`src/hw/etp_pkg.sv`:
```
package etp_pkg;
    // Register map
    localparam logic [7:0] OPMODE_ADDR = 8'h00;
    localparam logic [7:0] STATUS_ADDR = 8'h04;
    localparam logic [7:0] POSITION_ADDR = 8'h08;
    localparam logic [7:0] OPMODE_RESET = 8'h28;
    localparam int TRS_LSB = 0;
    localparam logic [1:0] TRS_LOCAL = 2'h1;
    localparam logic [1:0] TRS_LOOP = 2'h0;
    localparam int STAT_MODE_LSB = 0;
    localparam int STAT_FRAMES_LSB = 16;
    localparam int POS_BIT_LSB = 0;
    localparam int POS_NIB_LSB = 16;

    // Frame geometry: 537 bytes, 4296 bits, 1074 nibbles
    localparam logic [12:0] FRAME_BIT_LAST = 13'h10c7;
    localparam logic [10:0] FRAME_NIB_LAST = 11'h431;
    localparam logic [9:0] FA_BYTES = 10'h002;
    localparam logic [9:0] OH_STRIDE = 10'h059;
    localparam logic [9:0] OH_LAST = 10'h1bd;

    // Nibble clock divider and sampling delay
    localparam logic [1:0] NIB_DIV_LAST = 2'h3;
    localparam logic [1:0] NIB_HIGH_END = 2'h2;
    localparam logic [1:0] SAMPLE_EDGE = 2'h3;

    // Pin vector layout and synchroniser depth
    localparam int PIN_TXCLK = 0;
    localparam int PIN_RXCLK = 1;
    localparam int PIN_RECCLK = 2;
    localparam int PIN_SER = 3;
    localparam int PIN_NSEL = 4;
    localparam int PIN_NIB = 5;
    localparam int PIN_W = 9;
    localparam int SYNC_STAGES = 3;
    localparam logic [2:0] SYNC_RESET = 3'h0;

    typedef enum logic [1:0] {
        ETP_IDLE = 2'b00,
        ETP_SERIAL = 2'b01,
        ETP_NIBBLE = 2'b10
    } etp_mode_e;

    typedef struct packed {
        logic [7:0] paddr;
        logic psel;
        logic penable;
        logic pwrite;
        logic [31:0] pwdata;
    } etp_apb_req_s;

    typedef struct packed {
        logic [31:0] prdata;
        logic pready;
        logic pslverr;
    } etp_apb_rsp_s;

    typedef struct packed {
        logic valid;
        logic nibble;
        logic [3:0] data;
    } etp_payload_s;
endpackage

```
`src/hw/etp_tx_payload.sv`:
```
// Decided for this implementation: register access over APB.
`timescale 1ns/1ps
// Behaviour
// - Serial master mode times all transmit work from the reference clock.
// - Serial mode samples one payload bit per reference clock rising edge.
// - Serial mode starts frames on its own timing, no external frame input.
// - Frame-boundary output high exactly one bit period, during last frame bit.
// - Overhead indicator high one bit period before each overhead bit.
// - Serial master mode when nibble select low and timing select is 01.
// - Nibble mode times from receive line clock, drives it divided by four.
// - Nibble mode accepts four-bit nibbles latched per nibble clock rise.
// - Nibble frame-boundary high one nibble period on last frame nibble.
// - Nibble value taken on third recovered clock rise after nibble clock.
// - Exactly 1074 nibble clock pulses between consecutive nibble frame pulses.
// - One nibble clock pulse per four reference periods, payload pulses spread.
// - Nibble overhead indicator 14 nibbles per frame, first four at start.
// - Five further two-nibble overhead pulses over the rest of the frame.
// - Nibble loop mode when nibble select high and timing select is 00.
module etp_tx_payload (
    input wire logic MCLK_IN,
    input wire logic RST_IN,
    input wire etp_pkg::etp_apb_req_s APB_REQ_IN,
    output etp_pkg::etp_apb_rsp_s APB_RSP_OUT,
    input wire logic TX_REFERENCE_CLOCK_IN,
    input wire logic RECEIVE_LINE_CLOCK_IN,
    input wire logic RECOVERED_RECEIVE_CLOCK_IN,
    input wire logic SERIAL_PAYLOAD_IN,
    input wire logic [3:0] NIBBLE_PAYLOAD_IN,
    input wire logic NIBBLE_SELECT_IN,
    output logic FRAME_BOUNDARY_OUT,
    output logic OVERHEAD_INDICATOR_OUT,
    output logic NIBBLE_CLOCK_OUT,
    output logic NIBBLE_FRAME_BOUNDARY_OUT,
    output logic NIBBLE_OVERHEAD_INDICATOR_OUT,
    output etp_pkg::etp_payload_s PAYLOAD_OUT
);
    import etp_pkg::*;

    // True when a frame byte index is an overhead byte
    function automatic logic is_oh_byte(input logic [9:0] b);
        is_oh_byte = (b < FA_BYTES) || ((b % OH_STRIDE) == 10'h000 && b <= OH_LAST);
    endfunction

    ////////////////////////////////////////////////////////////////////////////////
    // Pin synchronisers: three stages, filtered level moves when stages 2 and 3 agree

    logic [PIN_W-1:0] pins;
    logic [PIN_W-1:0] pin_lvl;
    logic [PIN_W-1:0] next_pin_lvl;
    logic [PIN_W-1:0] pin_rise;

    assign pins = {NIBBLE_PAYLOAD_IN, NIBBLE_SELECT_IN, SERIAL_PAYLOAD_IN, RECOVERED_RECEIVE_CLOCK_IN,
                   RECEIVE_LINE_CLOCK_IN, TX_REFERENCE_CLOCK_IN};

    genvar gi;
    generate
        for (gi = 0; gi < PIN_W; gi++) begin : g_sync
            logic [SYNC_STAGES-1:0] stage;
            logic [SYNC_STAGES-1:0] next_stage;
            // Shift the pin through the chain
            always_comb begin
                next_stage = {stage[SYNC_STAGES-2:0], pins[gi]};
            end
            always_ff @(posedge MCLK_IN) begin
                if (RST_IN) begin
                    stage <= SYNC_RESET;
                end else begin
                    stage <= next_stage;
                end
            end
            // Filtered level follows only agreeing later stages
            always_comb begin
                next_pin_lvl[gi] = (stage[1] == stage[2]) ? stage[2] : pin_lvl[gi];
                pin_rise[gi] = next_pin_lvl[gi] & ~pin_lvl[gi];
            end
        end
    endgenerate

    always_ff @(posedge MCLK_IN) begin
        if (RST_IN) begin
            pin_lvl <= '0;
        end else begin
            pin_lvl <= next_pin_lvl;
        end
    end

    ////////////////////////////////////////////////////////////////////////////////
    // APB register file

    logic [7:0] opmode;
    logic [7:0] next_opmode;
    logic [15:0] frame_count;
    logic [15:0] next_frame_count;
    logic [1:0] trs;
    logic apb_access;
    logic addr_ok;
    etp_mode_e mode;
    logic [12:0] bit_cnt;
    logic [10:0] nib_idx;

    assign trs = opmode[TRS_LSB +: 2];
    assign apb_access = APB_REQ_IN.psel & APB_REQ_IN.penable;
    assign addr_ok = (APB_REQ_IN.paddr == OPMODE_ADDR) || (APB_REQ_IN.paddr == STATUS_ADDR) ||
                     (APB_REQ_IN.paddr == POSITION_ADDR);

    // Zero-wait slave, unmapped addresses answer with an error
    always_comb begin
        APB_RSP_OUT.pready = 1'b1;
        APB_RSP_OUT.pslverr = apb_access & ~addr_ok;
        APB_RSP_OUT.prdata = 32'h0000_0000;
        case (APB_REQ_IN.paddr)
            OPMODE_ADDR: begin
                APB_RSP_OUT.prdata[7:0] = opmode;
            end
            STATUS_ADDR: begin
                APB_RSP_OUT.prdata[STAT_MODE_LSB +: 2] = mode;
                APB_RSP_OUT.prdata[STAT_FRAMES_LSB +: 16] = frame_count;
            end
            POSITION_ADDR: begin
                APB_RSP_OUT.prdata[POS_BIT_LSB +: 13] = bit_cnt;
                APB_RSP_OUT.prdata[POS_NIB_LSB +: 11] = nib_idx;
            end
            default: begin
                APB_RSP_OUT.prdata = 32'h0000_0000;
            end
        endcase
    end

    // Operating mode register write
    always_comb begin
        next_opmode = opmode;
        if (apb_access && APB_REQ_IN.pwrite && APB_REQ_IN.paddr == OPMODE_ADDR) begin
            next_opmode = APB_REQ_IN.pwdata[7:0];
        end
    end

    always_ff @(posedge MCLK_IN) begin
        if (RST_IN) begin
            opmode <= OPMODE_RESET;
        end else begin
            opmode <= next_opmode;
        end
    end

    ////////////////////////////////////////////////////////////////////////////////
    // Mode selection

    etp_mode_e next_mode;
    always_comb begin
        next_mode = ETP_IDLE;
        if (!pin_lvl[PIN_NSEL] && trs == TRS_LOCAL) begin
            next_mode = ETP_SERIAL;
        end else if (pin_lvl[PIN_NSEL] && trs == TRS_LOOP) begin
            next_mode = ETP_NIBBLE;
        end
    end

    always_ff @(posedge MCLK_IN) begin
        if (RST_IN) begin
            mode <= ETP_IDLE;
        end else begin
            mode <= next_mode;
        end
    end

    ////////////////////////////////////////////////////////////////////////////////
    // Frame timing: serial bit counter and nibble divider, index and sampler

    logic ref_edge;
    logic [12:0] next_bit_cnt;
    logic [1:0] div;
    logic [1:0] next_div;
    logic [10:0] next_nib_idx;
    logic armed;
    logic next_armed;
    logic [1:0] samp_cnt;
    logic [1:0] next_samp_cnt;
    logic samp_oh;
    logic next_samp_oh;
    logic nib_rise;
    logic [12:0] bit_after;
    etp_payload_s next_payload;

    assign bit_after = (bit_cnt == FRAME_BIT_LAST) ? 13'h0000 : bit_cnt + 13'h0001;

    // Serial mode runs on the transmit reference clock, nibble mode on the line clock
    always_comb begin
        case (mode)
            ETP_SERIAL: ref_edge = pin_rise[PIN_TXCLK];
            ETP_NIBBLE: ref_edge = pin_rise[PIN_RXCLK];
            default: ref_edge = 1'b0;
        endcase
    end

    // One nibble clock rise for every four reference periods
    assign nib_rise = (mode == ETP_NIBBLE) && ref_edge && div == NIB_DIV_LAST;

    always_comb begin
        next_bit_cnt = bit_cnt;
        next_div = div;
        next_nib_idx = nib_idx;
        next_armed = armed;
        next_samp_cnt = samp_cnt;
        next_samp_oh = samp_oh;
        next_frame_count = frame_count;
        next_payload = '0;
        case (mode)
            ETP_SERIAL: begin
                if (ref_edge) begin
                    // Free-running frame timing, no external frame reference
                    next_bit_cnt = bit_after;
                    if (bit_cnt == FRAME_BIT_LAST) begin
                        next_frame_count = frame_count + 16'h0001;
                    end
                    if (!is_oh_byte(bit_cnt[12:3])) begin
                        next_payload.valid = 1'b1;
                        next_payload.data = {3'h0, pin_lvl[PIN_SER]};
                    end
                end
            end
            ETP_NIBBLE: begin
                if (ref_edge) begin
                    next_div = div + 2'h1;
                end
                if (nib_rise) begin
                    // Index wraps after the 1074th nibble
                    next_nib_idx = (nib_idx == FRAME_NIB_LAST) ? 11'h000 : nib_idx + 11'h001;
                    if (nib_idx == FRAME_NIB_LAST) begin
                        next_frame_count = frame_count + 16'h0001;
                    end
                    next_armed = 1'b1;
                    next_samp_cnt = 2'h0;
                    next_samp_oh = is_oh_byte(next_nib_idx[10:1]);
                end else if (armed && pin_rise[PIN_RECCLK]) begin
                    next_samp_cnt = samp_cnt + 2'h1;
                    if (samp_cnt + 2'h1 == SAMPLE_EDGE) begin
                        // Third recovered edge after the nibble clock rise
                        next_armed = 1'b0;
                        next_payload.valid = ~samp_oh;
                        next_payload.nibble = 1'b1;
                        next_payload.data = pin_lvl[PIN_NIB +: 4];
                    end
                end
            end
            default: begin
                next_bit_cnt = 13'h0000;
                next_div = 2'h0;
                next_nib_idx = 11'h000;
                next_armed = 1'b0;
                next_samp_cnt = 2'h0;
                next_samp_oh = 1'b0;
            end
        endcase
    end

    always_ff @(posedge MCLK_IN) begin
        if (RST_IN) begin
            bit_cnt <= 13'h0000;
            div <= 2'h0;
            nib_idx <= 11'h000;
            armed <= 1'b0;
            samp_cnt <= 2'h0;
            samp_oh <= 1'b0;
            frame_count <= 16'h0000;
            PAYLOAD_OUT <= '0;
        end else begin
            bit_cnt <= next_bit_cnt;
            div <= next_div;
            nib_idx <= next_nib_idx;
            armed <= next_armed;
            samp_cnt <= next_samp_cnt;
            samp_oh <= next_samp_oh;
            frame_count <= next_frame_count;
            PAYLOAD_OUT <= next_payload;
        end
    end

    ////////////////////////////////////////////////////////////////////////////////
    // Terminal strobes, decoded from counters and gated by mode

    always_comb begin
        FRAME_BOUNDARY_OUT = (mode == ETP_SERIAL) && bit_cnt == FRAME_BIT_LAST;
        OVERHEAD_INDICATOR_OUT = (mode == ETP_SERIAL) && is_oh_byte(bit_after[12:3]);
        NIBBLE_CLOCK_OUT = (mode == ETP_NIBBLE) && div < NIB_HIGH_END;
        NIBBLE_FRAME_BOUNDARY_OUT = (mode == ETP_NIBBLE) && nib_idx == FRAME_NIB_LAST;
        NIBBLE_OVERHEAD_INDICATOR_OUT = (mode == ETP_NIBBLE) && is_oh_byte(nib_idx[10:1]);
    end

    logic [10:0] chk_nibs;
    logic [3:0] chk_oh_nibs;
    always_ff @(posedge MCLK_IN) begin
        if (RST_IN || mode != ETP_NIBBLE) begin
            chk_nibs <= 11'h000;
            chk_oh_nibs <= 4'h0;
        end else if (nib_rise) begin
            chk_nibs <= (nib_idx == FRAME_NIB_LAST) ? 11'h000 : chk_nibs + 11'h001;
            chk_oh_nibs <= (nib_idx == FRAME_NIB_LAST) ? 4'h0 : chk_oh_nibs + {3'h0, NIBBLE_OVERHEAD_INDICATOR_OUT};
        end
    end
endmodule

```
`config.mk`:
```
export PLATFORM = sky130hd
export DESIGN_NAME = etp_tx_payload
export DESIGN_NICKNAME = d
export VERILOG_FILES = /design/src/hw/etp_pkg.sv /design/src/hw/etp_tx_payload.sv
export SDC_FILE = /design/constraint.sdc
export NUM_CORES = 1
export LEC_CHECK = 0
export BUFFER_PORTS_ARGS = -buffer_cell sky130_fd_sc_hd__buf_4
export CAP_MARGIN = 10
export CORE_MARGIN = 5
export CORE_UTILIZATION = 45
export CTS_CLUSTER_DIAMETER = 200
export DETAILED_ROUTE_END_ITERATION = 6
export HOLD_SLACK_MARGIN = 0.02
export PLACE_DENSITY = 0.66
export SLEW_MARGIN = 10
export SYNTH_ARGS = -nofsm -noshare
export SYNTH_HDL_FRONTEND = slang
export SYNTH_SLANG_ARGS = --single-unit
```
`constraint.sdc`:
```
create_clock -name MCLK_IN -period 6.23 [get_ports MCLK_IN]
set_clock_uncertainty 0.1 [all_clocks]
set_input_delay 0.3115 -clock MCLK_IN [delete_from_list [all_inputs] [get_ports MCLK_IN]]
set_output_delay 0.3115 -clock MCLK_IN [all_outputs]
set_load 0.005 [all_outputs]
```
### Yosys cells after proc, flatten, opt, wreduce, memory -nomap -nowiden

Cells that the tools add are included.

* logic and storage cells: 165
* bits of input ports: 54
* register bits after elaboration: 98
* output and inout port bits: 45

* bitwise operators: 13
* $add $sub $neg: 5
* muxes and demuxes: 42
* equality and inequality tests: 25
* divide/modulo/power cells: 4
* order comparisons: 9
* reduce and logical (&&, ||, !) cells: 38

Operators by type and width (count)
* $mux W16: 4
* $pmux W11 S2: 2
* $le A10 B9 Y1 const B: 4
* $logic_not A10 Y1: 4
* $lt A10 B2 Y1 const B: 4
* $mod A10 B7 Y10 const B: 4
* $pmux W16 S2: 1
* $mux W13: 2
* $pmux W13 S2: 1
* $mux W11: 2
* $mux W6: 3
* $add A16 B1 Y16 const B: 1
* $logic_and A1 B1 Y1: 16
* $add A13 B1 Y13 const B: 1
* $eq A13 B13 Y1 const B: 1
* $mux W1: 12
* $pmux W6 S2: 1
* $add A11 B1 Y11 const B: 1
* $eq A11 B11 Y1 const B: 1
* $mux W5: 2
* $eq A1 B1 Y1: 9
* $eq A8 B3 Y1 const B: 1
* $eq A8 B4 Y1 const B: 1
* $logic_not A8 Y1: 1
* other kinds (23): 57

### Depth between registers and ports, before layout

Gate-level depths: netlist (run 1).

* depth in word-level cells: 8
* mapped depth: 27
* depth with buffers taken out: 25

### Worst setup path before layout (run 1)

Ideal clock, no wire load.

* path kind: register -> output
* start point: register bit_cnt[4]
* end point: output OVERHEAD_INDICATOR_OUT
* required time: 5818 ps
* path buffers: 1
* setup slack: 269 ps
* data arrival time: 5550 ps
* cell stages (with the launch flop): 27
* cells stage by stage: dfxtp_1 > buf_4 > or4_4 > nor3_1 > a22o_1 > a31oi_1 > inv_1 > ha_1 > inv_1 > a2111oi_0 > a211oi_2 > o211ai_1 > nor3_1 > nor2_1 > and2_1 > ha_1 > nor4_1 > o41a_1 > a211oi_2 > xnor2_1 > ha_1 > o31ai_1 > a21oi_1 > o21ai_0 > a311o_1 > a21oi_1 > o31ai_1

* cells in the longest elaborated chain, start to end: 7
* elaborated cells on any way between the ends: 10
* classes of those cells: add/sub (1); div (1); order compare (2); eq/ne (1); mux (1); reduce/logical (4)

Ends and longest elaborated chain
* start, declared: line etp_tx_payload.sv:98 `logic [12:0] bit_cnt;`
* start signal, assigned: line etp_tx_payload.sv:267 `bit_cnt <= next_bit_cnt;`
* $add A13 B1 Y13 / $eq A13 B13 Y1 (equally long branches): line etp_tx_payload.sv:184 `assign bit_after = (bit_cnt == FRAME_BIT_LAST) ? 13'h0000 : bit_cnt + 13'h0001;`
* $mux W13 (*): line etp_tx_payload.sv:184
* $mod A10 B7 Y10: line etp_tx_payload.sv:41 `is_oh_byte = (b < FA_BYTES) || ((b % OH_STRIDE) == 10'h000 && b <= OH_LAST);`
* $logic_not A10 Y1: line etp_tx_payload.sv:41
* $logic_and A1 B1 Y1: line etp_tx_payload.sv:41
* $logic_or A1 B1 Y1 (*): line etp_tx_payload.sv:41
* $logic_and A1 B1 Y1 (*): line etp_tx_payload.sv:283 `OVERHEAD_INDICATOR_OUT = (mode == ETP_SERIAL) && is_oh_byte(bit_after[12:3]);`
* end, declared: line etp_tx_payload.sv:31 `output logic OVERHEAD_INDICATOR_OUT,`

Mark *: on every way between the ends. The rest lies on a longest branch, timed or not.

### Worst setup path in the final report (run 1)

* start point: register bit_cnt[5]
* end point: output OVERHEAD_INDICATOR_OUT

Same word-level chain as after synthesis.

==> results of run 1 <==
repair_timing:
| item | in CTS | in global routing |
|---|---|---|
| cloned | 0 | 0 |
| pin swaps | 6 | 24 |
| endpoints found under the hold margin | 0 | 0 |
| resized for setup | 13 | 61 |
| setup buffers | 7 | 9 |
| setup endpoints to repair | 1 | 4 |
Yosys cell counts, types with 7 or more instances:
master,number,share of area (%)
a211o_1,8,0.79
a22o_1,13,1.3
inv_1,50,2.1
nand2_1,98,4.2
xor2_1,16,1.6
nor2_1,123,5.2
and2_1,21,1.5
or4_1,7,0.59
nand4_1,19,1.3
a21oi_1,73,4.1
o21ai_1,7,0.40
mux2i_1,25,2.8
a22oi_1,20,1.7
o21a_1,12,1.0
o31ai_1,15,1.3
nor3_1,43,2.4
or2_2,8,0.57
xnor2_1,50,4.9
or3_1,15,1.1
buf_2,11,0.62
nor2b_1,36,2.5
nor4_1,21,1.5
o21ai_0,67,3.8
and3_1,23,1.6
a31oi_1,24,1.7
dfxtp_1,98,22
clkbuf_1,53,2.2
o211ai_1,15,1.3
a211oi_1,11,0.93
nand2b_1,7,0.49
nand3_1,41,2.3
ha_1,27,3.8
logic make-up (layout without fill, tap and decap cells):
family	Yosys count	in the layout	synth area share [%]
AOI/OAI and AO/OA	357	357	28.5
DFF	98	98	22.2
xor gates and xnor gates	68	68	6.90
adders and majority gates	31	31	4.27
muxes	31	31	3.79
other	2	4	0.0848
and+or+nand+nor	492	492	28.4
buffers and inverters	129	223	5.92
flip-flops by register name (all words and copies together) (netlist names), 6 cells and up:
register      flops
g_sync.stage     27
frame_count      16
bit_cnt          13
nib_idx          11
pin_lvl           9
opmode            8
PAYLOAD_OUT       6
final timing paths:
path                                 startpoint                            end  slack, ps  depth (start not counted)
setup / recovery        bit_cnt[5]$_SDFFE_PP0P_         OVERHEAD_INDICATOR_OUT        150                         22
hold / removal                    APB_REQ_IN[3]         opmode[3]$_SDFFE_PP1P_         60                          2
setup reg to reg        nib_idx[4]$_SDFFE_PP0P_           samp_oh$_SDFFE_PP0P_        380                         22
hold reg to reg   g_sync[4].stage[0]$_SDFF_PP0_  g_sync[4].stage[1]$_SDFF_PP0_        350                          1
final cells by class:
| class | count | area share, % |
|---|---|---|
| multi-input cells | 983 | 62.8 |
| inverters | 53 | 1.86 |
| repair buffers | 154 | 11.0 |
| clock inverters | 7 | 0.761 |
| clock buffers | 9 | 2.11 |
| flip-flops and latches | 98 | 18.4 |
| well taps | 265 | 3.10 |
worst reg2reg max path, stage by stage (launching register included):
cell       delay (ps)
dfxtp_1           500
inv_2             180
or3_1             430
a21oi_1           210
inv_1             100
ha_1              200
inv_1             120
a2111oi_4          60
or3_1             360
or4_1             580
nand3_1           190
a31o_2            270
and2_1            220
ha_1              170
inv_1              80
and2_1            150
nor3b_1           250
o41ai_2           160
a31oi_4           350
mux2_4            350
a211oi_2          250
a32oi_1           150
o41ai_2           310
through the flow:
stage               cell area, sq um  total power, mW
floorplan                       8860            0.670
global placement                9920            0.687
detailed placement              9920            0.687
CTS                            10300             1.24
global route                   10700             1.27
finish                         10700             1.23
routing by layer:
layer | wire length [microns] | up-vias
met3 | 1120 | 41
met1 | 11700 | 4490
met4 | 431 | 0
li1 | - | 4644
met2 | 12500 | 260
met5 | 0 | -
power by group through the flow:
stage / Sequential [mW] / Clock, mW / Combinational, mW
global route: 0.637 / 0.597 / 0.0403
detailed placement: 0.650 / 0 / 0.0368
CTS: 0.636 / 0.569 / 0.0370
finish: 0.636 / 0.561 / 0.0365
global placement: 0.650 / 0 / 0.0367
floorplan: 0.650 / 0 / 0.0201
==> results, run 1 <==
- The flow ran to the end, and the final reports show no timing, DRC or antenna violations.
- Broken down by cell family, the worst path's largest delay share belongs to compound AO/OA/AOI/OAI gates.
- For this run, the number of Yosys warnings is 0.
- Wires add up to roughly 26000 microns.
- The share of total power dissipated in sequential elements is between 50% and 60%.
- The placer congestion estimate is around 0.87.
- Synthesis inferred about 100 register bits.
- The final instance count without filler cells is around 1.6k.
- Summed over all nets, the half-perimeter wirelength after detailed placement is around 19000 microns.
- For this run, the leading register cell type out of synthesis is dfxtp_1.
- TritonCTS built the clock tree.
- The number of nets with antenna violations after routing is 0.
- The initial utilization of the core area, before any placement, comes to 45.6%.
- The max-slew violation count is 0.
- In the final routed layout, each cell accounts on average for 16.4 microns.
- The number of clock buffers added by TritonCTS is 9.
- The startpoint type of the worst setup path is a register.
- The clock network accounts for ~46% of the total power.
- During placement, the flow inserted port buffers numbering 70.
- The share of the clock period used by the worst path after layout is a little over nine tenths.
- The layout filler cell count is roughly 1.9k.
- Global routing consumed, on the met2 layer, a little under two fifths of the routing resources.
- For this run, the top clock speed supported by timing is 165 MHz.
- In the synthesized netlist the async set-or-reset flop fraction comes to 0%.
- The remaining global-route overflow is 0.
- By startpoint and endpoint, the worst setup path is classified as register to primary output.
- The growth of design area from synthesis to finish is 20.7%.
- Summed over all nets, the switching power comes to ~0.30 mW.
- The area of combinational cells with multiple inputs is about 6700 sq um.
- In this run the power density over the cells is ~120 nW/um^2.
- The layout cell share with drive strength beyond 1 is about a fifth.
- The first detailed-routing pass took 6 iterations.
- The pin count of the biggest net entering global routing is 76.
- Clock-pin slew was measured on the worst setup and hold paths at 80 ps.
- Once placement completed, the tool counted placed cells totaling 1537.
- The number of distinct standard cells referenced by the synthesized netlist is between 90 and 100.
- The floorplan die height is ~150 microns.
- The highest net fanout along the worst path is 6.
- The count of endpoints failing setup in the final report is 0.
- Each instance of the synthesized netlist takes up on average 7.33 sq um.
- Using the TritonRoute via totals, the vias-per-cell ratio works out to 6.01.
- The number of nets in the layout is ~1.4k.
- The kind of capture point of the worst setup path is a primary output.
- Before CTS, the worst setup slack after placement is -13.5 ps.
- Setup slack on the critical path of the routed design comes to 155 ps.
- The total count of hold-check failures in the final report is 0.
- The number of inserted diodes is 0.
- The signal on the critical path passes through or4_4 > nor4_4 > o21ai_2 > ha_4 > a2111oi_4 > nor3_2 > a21oi_1 > a31o_2 > o22ai_1 > nor2_2 > and2_4 > ha_4 > nor2_1 > o41a_1 > a211oi_4 > buf_4 > mux2i_1 > nor3_1 > a211o_1 > o2bb2ai_1 > o31ai_1 > buf_4.
- In the final layout, flip-flops and latches occupy between 1500 and 2000 sq um.
- Synthesis handed over a netlist of approximately 1.2k instances.
- After global routing, the most crowded layer is met2.
- Of the synthesized area, sequential elements account for ~22%.
- In the global route stage, met1 resource usage came out at roughly 30%.
- At the later pin of the worst-skew pair, clock insertion delay measures approximately 350 ps.
- From left edge to right edge, the die measures between 150 and 200 microns.
- The count of unresolved DRC violations after routing is 0.
- The via total after detailed routing is about 9.4k.
- The standby leakage power is a little over 4 nW.
- The via count of the first global-routing pass is 8627.
- The required time at the endpoint of the critical path is 5820 ps.
- The internal power of the cells totals 0.938 mW.
- The clock passes through at most 2 buffers.
- The buffers plus inverters on the worst setup path is 2.
- In this run, the combinational gates consume about 3.0% of the power.
- The floorplan die area is around 23000 sq um.
- The standard cell core area is slightly below 20000 sq um.
- The transition time of the tightest slew-check pin is between 900 and 1000 ps.
- The worst voltage drop across the vdd grid is about 0.13 mV.
- On the final layout, the worst hold slack is between 60 and 70 ps.
- Once layout is complete, the utilization of the core stands at a little under three fifths.
- The top cell types in the final layout, fill and taps aside, are buf_4, nor2_1, nand2_1, dfxtp_1, a21oi_1.
- The arrival time reported for the critical path endpoint is around 5700 ps.
- In the final timing run, aggregate negative setup slack is 0 ps.
- The number of enable-type register cells in the synthesized netlist is 0.
- CTS saw just under 100 sinks.
- For met3 alone, demand over resource in global routing was roughly 1.5%.
- Leaving out fill and tap cells, the most frequent cell in the layout is buf_4.
- The path category of the worst min-delay check is input pin to register.
- The clock period minus final worst setup slack is about 6100 ps.
- The number of I/O pins is 99.
- The number of H-tree levels is 3.
- The global-route total usage across every layer is between 20% and 30%.
- Summing every instance area after synthesis gives 8850 sq um.
- The detailed router finished its first iteration with 726 violations.
- The number of antenna violations at the first check in global routing was 0.
- On the worst path, the slowest cell contributes a delay of around 570 ps.
- The library cell contributing the largest single delay on the critical path is or4_4.
- The max capacitance violation total is 0.
- The number of cell rows is 51.
- Measured against its own limit, the worst slew margin works out to 38.1%.
- The global-route wire length before repair is roughly 42000 microns.
- The root cell of the clock tree is clkbuf_16.
- Setup repair after global routing could not meet its margin everywhere.
- After clock tree synthesis, the flow added hold-fix buffers numbering 0.
- The share of total power consumed by net switching is 23.9%.
(Power assumes the default switching activity.)
==> inputs of run 2 (changes only) <==
HOLD_SLACK_MARGIN = 0.15   (was 0.02)
==> results, run 2 (synthesized netlist as in run 1, its figures left out) <==
- The flow ran to the end, and the final reports show no timing, DRC or antenna violations.
- The path with the worst hold slack has its endpoint at opmode[7]$_SDFFE_PP0P_.
- The required time at the endpoint of the critical path is 5820 ps (about the same).
- The number of antenna violations at the first check in global routing is 0 (unchanged).
- The worst-case register-to-register setup slack came to 390 ps (about the same).
- The ratio of routed vias to standard cells is 5.98 (-0.50%).
- The final worst slack is 147 ps (-8.04 ps).
- The number of nets in the layout is 1397 (+1.2%).
- The standard cell core area was 19400 sq um (unchanged).
- In the final layout, the registers with the most flip-flops are g_sync.stage (27), frame_count (16), bit_cnt (13).
- The number of clock buffers inserted by TritonCTS is 9 (unchanged).
- The remaining global-route overflow is 0 (unchanged).
- The global-route wire length before repair came to 42200 microns (+0.68%).
- The initial core utilization is 45.6% (unchanged).
- The count of endpoints failing setup in the final report is 0 (unchanged).
- The via count of the first global-routing pass is 8702 (+0.87%).
- The max capacitance violation total came to 0 (unchanged).
- The highest net fanout along the worst path is 7 (+1).
- The growth of design area from synthesis to finish is 22.6%.
- The remaining max-slew budget at the tightest pin is 39.0% (+0.90 points).
- The total power draw is 1.24 mW (+0.58%).
- Counting stages on the worst path, the most repeated cell is buf_4.
- TritonCTS built the clock tree.
- The total count of hold-check failures in the final report was 0 (unchanged).
- The placer congestion estimate is 0.869 (unchanged).
- The cell area after layout is 10900 sq um (+1.6%).
- The final setup TNS is 0 ps (unchanged).
- The floorplan die height is 150 microns (unchanged).
- The transition time of the tightest slew-check pin is 904 ps (-13.3 ps).
- Setup repair after global routing could not meet its margin everywhere.
- The number of iterations in the first detailed-routing pass is 6 (unchanged).
- The number of flip-flops in the largest register is 27 (unchanged).
- The via total after detailed routing is 9490 (+0.58%).
- CTS placed an instance of clkbuf_16 at the clock tree root.
- The library cell contributing the largest single delay on the critical path is or4bb_4.
- The number of H-tree levels is 3 (unchanged).
- The max-slew violation count was 0 (unchanged).
- The aggregate routed wire length was 25700 microns (+0.14%).
- The area of placed instances is 9920 sq um (unchanged).
- In this run the worst hold path is classified as input pin to register.
- The global-route total usage across every layer came to 22.1% (+0.15 points).
- The violation count after the first detailed-routing iteration is 736 (+1.4%).
- The startpoint of the lowest-slack register-to-register path is nib_idx[0]$_SDFFE_PP0P_.
- The count of unresolved DRC violations after routing came to 0 (unchanged).
- The endpoint identified for the worst register-to-register timing path is samp_oh$_SDFFE_PP0P_.
- The number of cells traversed by the worst hold path is 2 (unchanged).
- The layout cell share with drive strength beyond 1 is 20.7% (-0.27 points).
- The number of cell instances on the worst register-to-register path is 20 (-9.1%).
- The floorplan die area is 22600 sq um (unchanged).
- The number of I/O pins is 99 (unchanged).
- The die extent in x is 150 microns (unchanged).
- The areal power density over the cells is 114 nW/um^2 (-0.99%).
- The fmax is 164 MHz (-0.13%).
- The leading cell type in the layout, fill and taps excluded is buf_4.
- The critical path is of the register to primary output type.
- The startpoint type of the worst setup path is a register.
- The arrival time reported for the critical path endpoint is 5670 ps (about the same).
- The signal on the critical path passes through or4bb_4 > nor3_4 > a22o_1 > a31oi_2 > inv_2 > ha_4 > inv_2 > a311oi_2 > buf_4 > o31a_1 > buf_6 > or3_4 > and3_4 > a221oi_2 > o41a_1 > a211oi_4 > buf_4 > mux2i_1 > nor3_1 > a211o_1 > o2bb2ai_1 > o31ai_1 > buf_4.
- The layout filler cell count is 1855 (-1.5%).
- In the layout the commonest cells are buf_4, nor2_1, nand2_1, dfxtp_1, a21oi_1.
- The worst voltage drop across the vdd grid was 0.124 mV (-0.89%).
- The critical path's largest stage delay is 580 ps (about the same).
- The standby leakage power was 4.16 nW (+1.7%).
- The clock period minus final worst setup slack is 6080 ps (+8.04 ps).
- g_sync.stage holds more flip-flops than any other register.
- The number of cell rows is 51 (unchanged).
- The placement-stage worst setup slack was -13.5 ps (unchanged).
- The area used by sequential logic in the layout is 1970 sq um (unchanged).
- The post-DP HPWL is 18900 microns (unchanged).
- The area of combinational cells with multiple inputs is 6710 sq um (unchanged).
- The worst setup path is captured at a primary output.
- The pin count of the biggest net entering global routing is 76 (unchanged).
- The startpoint identified for the worst hold timing path is RST_IN.
- The clock transition at the registers of the reported paths came to 80 ps (about the same).
- The number of nets with antenna violations after routing is 0 (unchanged).
- The total number of clock tree sinks is 98 (unchanged).
- The average detailed-routed wire length per instance is 16.2 microns (-0.94%).
- The share of the clock period used by the worst path after layout was 97.6% (+0.13 points).
- The number of buffers on the longest clock path is 2 (unchanged).
- The number of inserted diodes is 0 (unchanged).
- The clock latency reported for the late side of the worst-skew pair is 350 ps (about the same).
- The count of buffers inserted at the top-level ports is 70 (unchanged).
## run 2: cell count changes in the layout (fill, tap and decap cells not counted)
| cell | before | now |
|---|---|---|
| dlygate4sd3_1 | 0 | 17 |
## run 2: how the worst max path moves through the flow
stage	from	to	slack [ps]	cells past startpoint
floorplan	bit_cnt[4]$_SDFFE_PP0P_	OVERHEAD_INDICATOR_OUT	270	26
global placement	bit_cnt[4]$_SDFFE_PP0P_	OVERHEAD_INDICATOR_OUT	130	27
detailed placement	bit_cnt[4]$_SDFFE_PP0P_	OVERHEAD_INDICATOR_OUT	-10	27
CTS	bit_cnt[4]$_SDFFE_PP0P_	OVERHEAD_INDICATOR_OUT	20	25
global route	bit_cnt[11]$_SDFFE_PP0P_	OVERHEAD_INDICATOR_OUT	-120	22
finish	bit_cnt[8]$_SDFFE_PP0P_	OVERHEAD_INDICATOR_OUT	150	23
## run 2: cell type report
type | instances | area share (%)
timing repair buffer | 171 | 12.4
clock inverter | 7 | 0.749
tap | 265 | 3.05
clock buffer | 9 | 2.07
inverter | 53 | 1.83
multi-input combinational | 983 | 61.8
sequential | 98 | 18.1
## run 2: worst max-delay path, delay by kind of cell (launching register included)
family / cells / cell delay [ps]
AO/OA/AOI/OAI: 10 / 2370
AND/OR/NAND/NOR: 5 / 1210
buffers and inverters: 6 / 830
multiplexers: 1 / 410
flip-flops: 1 / 340
adder cells (fa/ha/maj): 1 / 160
## run 2: timing repair
action	in CTS	in global routing
endpoints found under the hold margin	17	0
hold buffers	17	0
gates resized for setup	13	61
pin swaps	6	24
buffers inserted	7	9
cloned	0	0
setup endpoints to repair	1	4
## run 2: stage by stage
step / hold WS (ps) / utilization, % / std cells
3_3_place_gp: 317 / 51.1 / 1537
4_1_cts: 188 / 54.2 / 1577
6_report: 191 / 56.0 / 1586
2_1_floorplan: 314 / - / 1210
5_1_grt: 214 / 56.0 / 1586
3_5_place_dp: 327 / 51.1 / 1537
## run 2: power breakdown
part	leakage, nW	switching, mW	total (mW)	internal [mW]
Clock	0.150	0.273	0.559	0.286
Sequential	0.796	0.00279	0.636	0.633
Combinational	3.21	0.0201	0.0452	0.0252
Total	4.16	0.295	1.24	0.945
## run 2: routing by layer
metal / routed length, microns / global-route usage [%] / share of wire [%]
met1: 11600 / 30.1 / 45
met2: 12400 / 37.3 / 48
met3: 1210 / 1.54 / 4.7
met4: 490 / 6.77 / 1.9
met5: 0 / 0 / 0
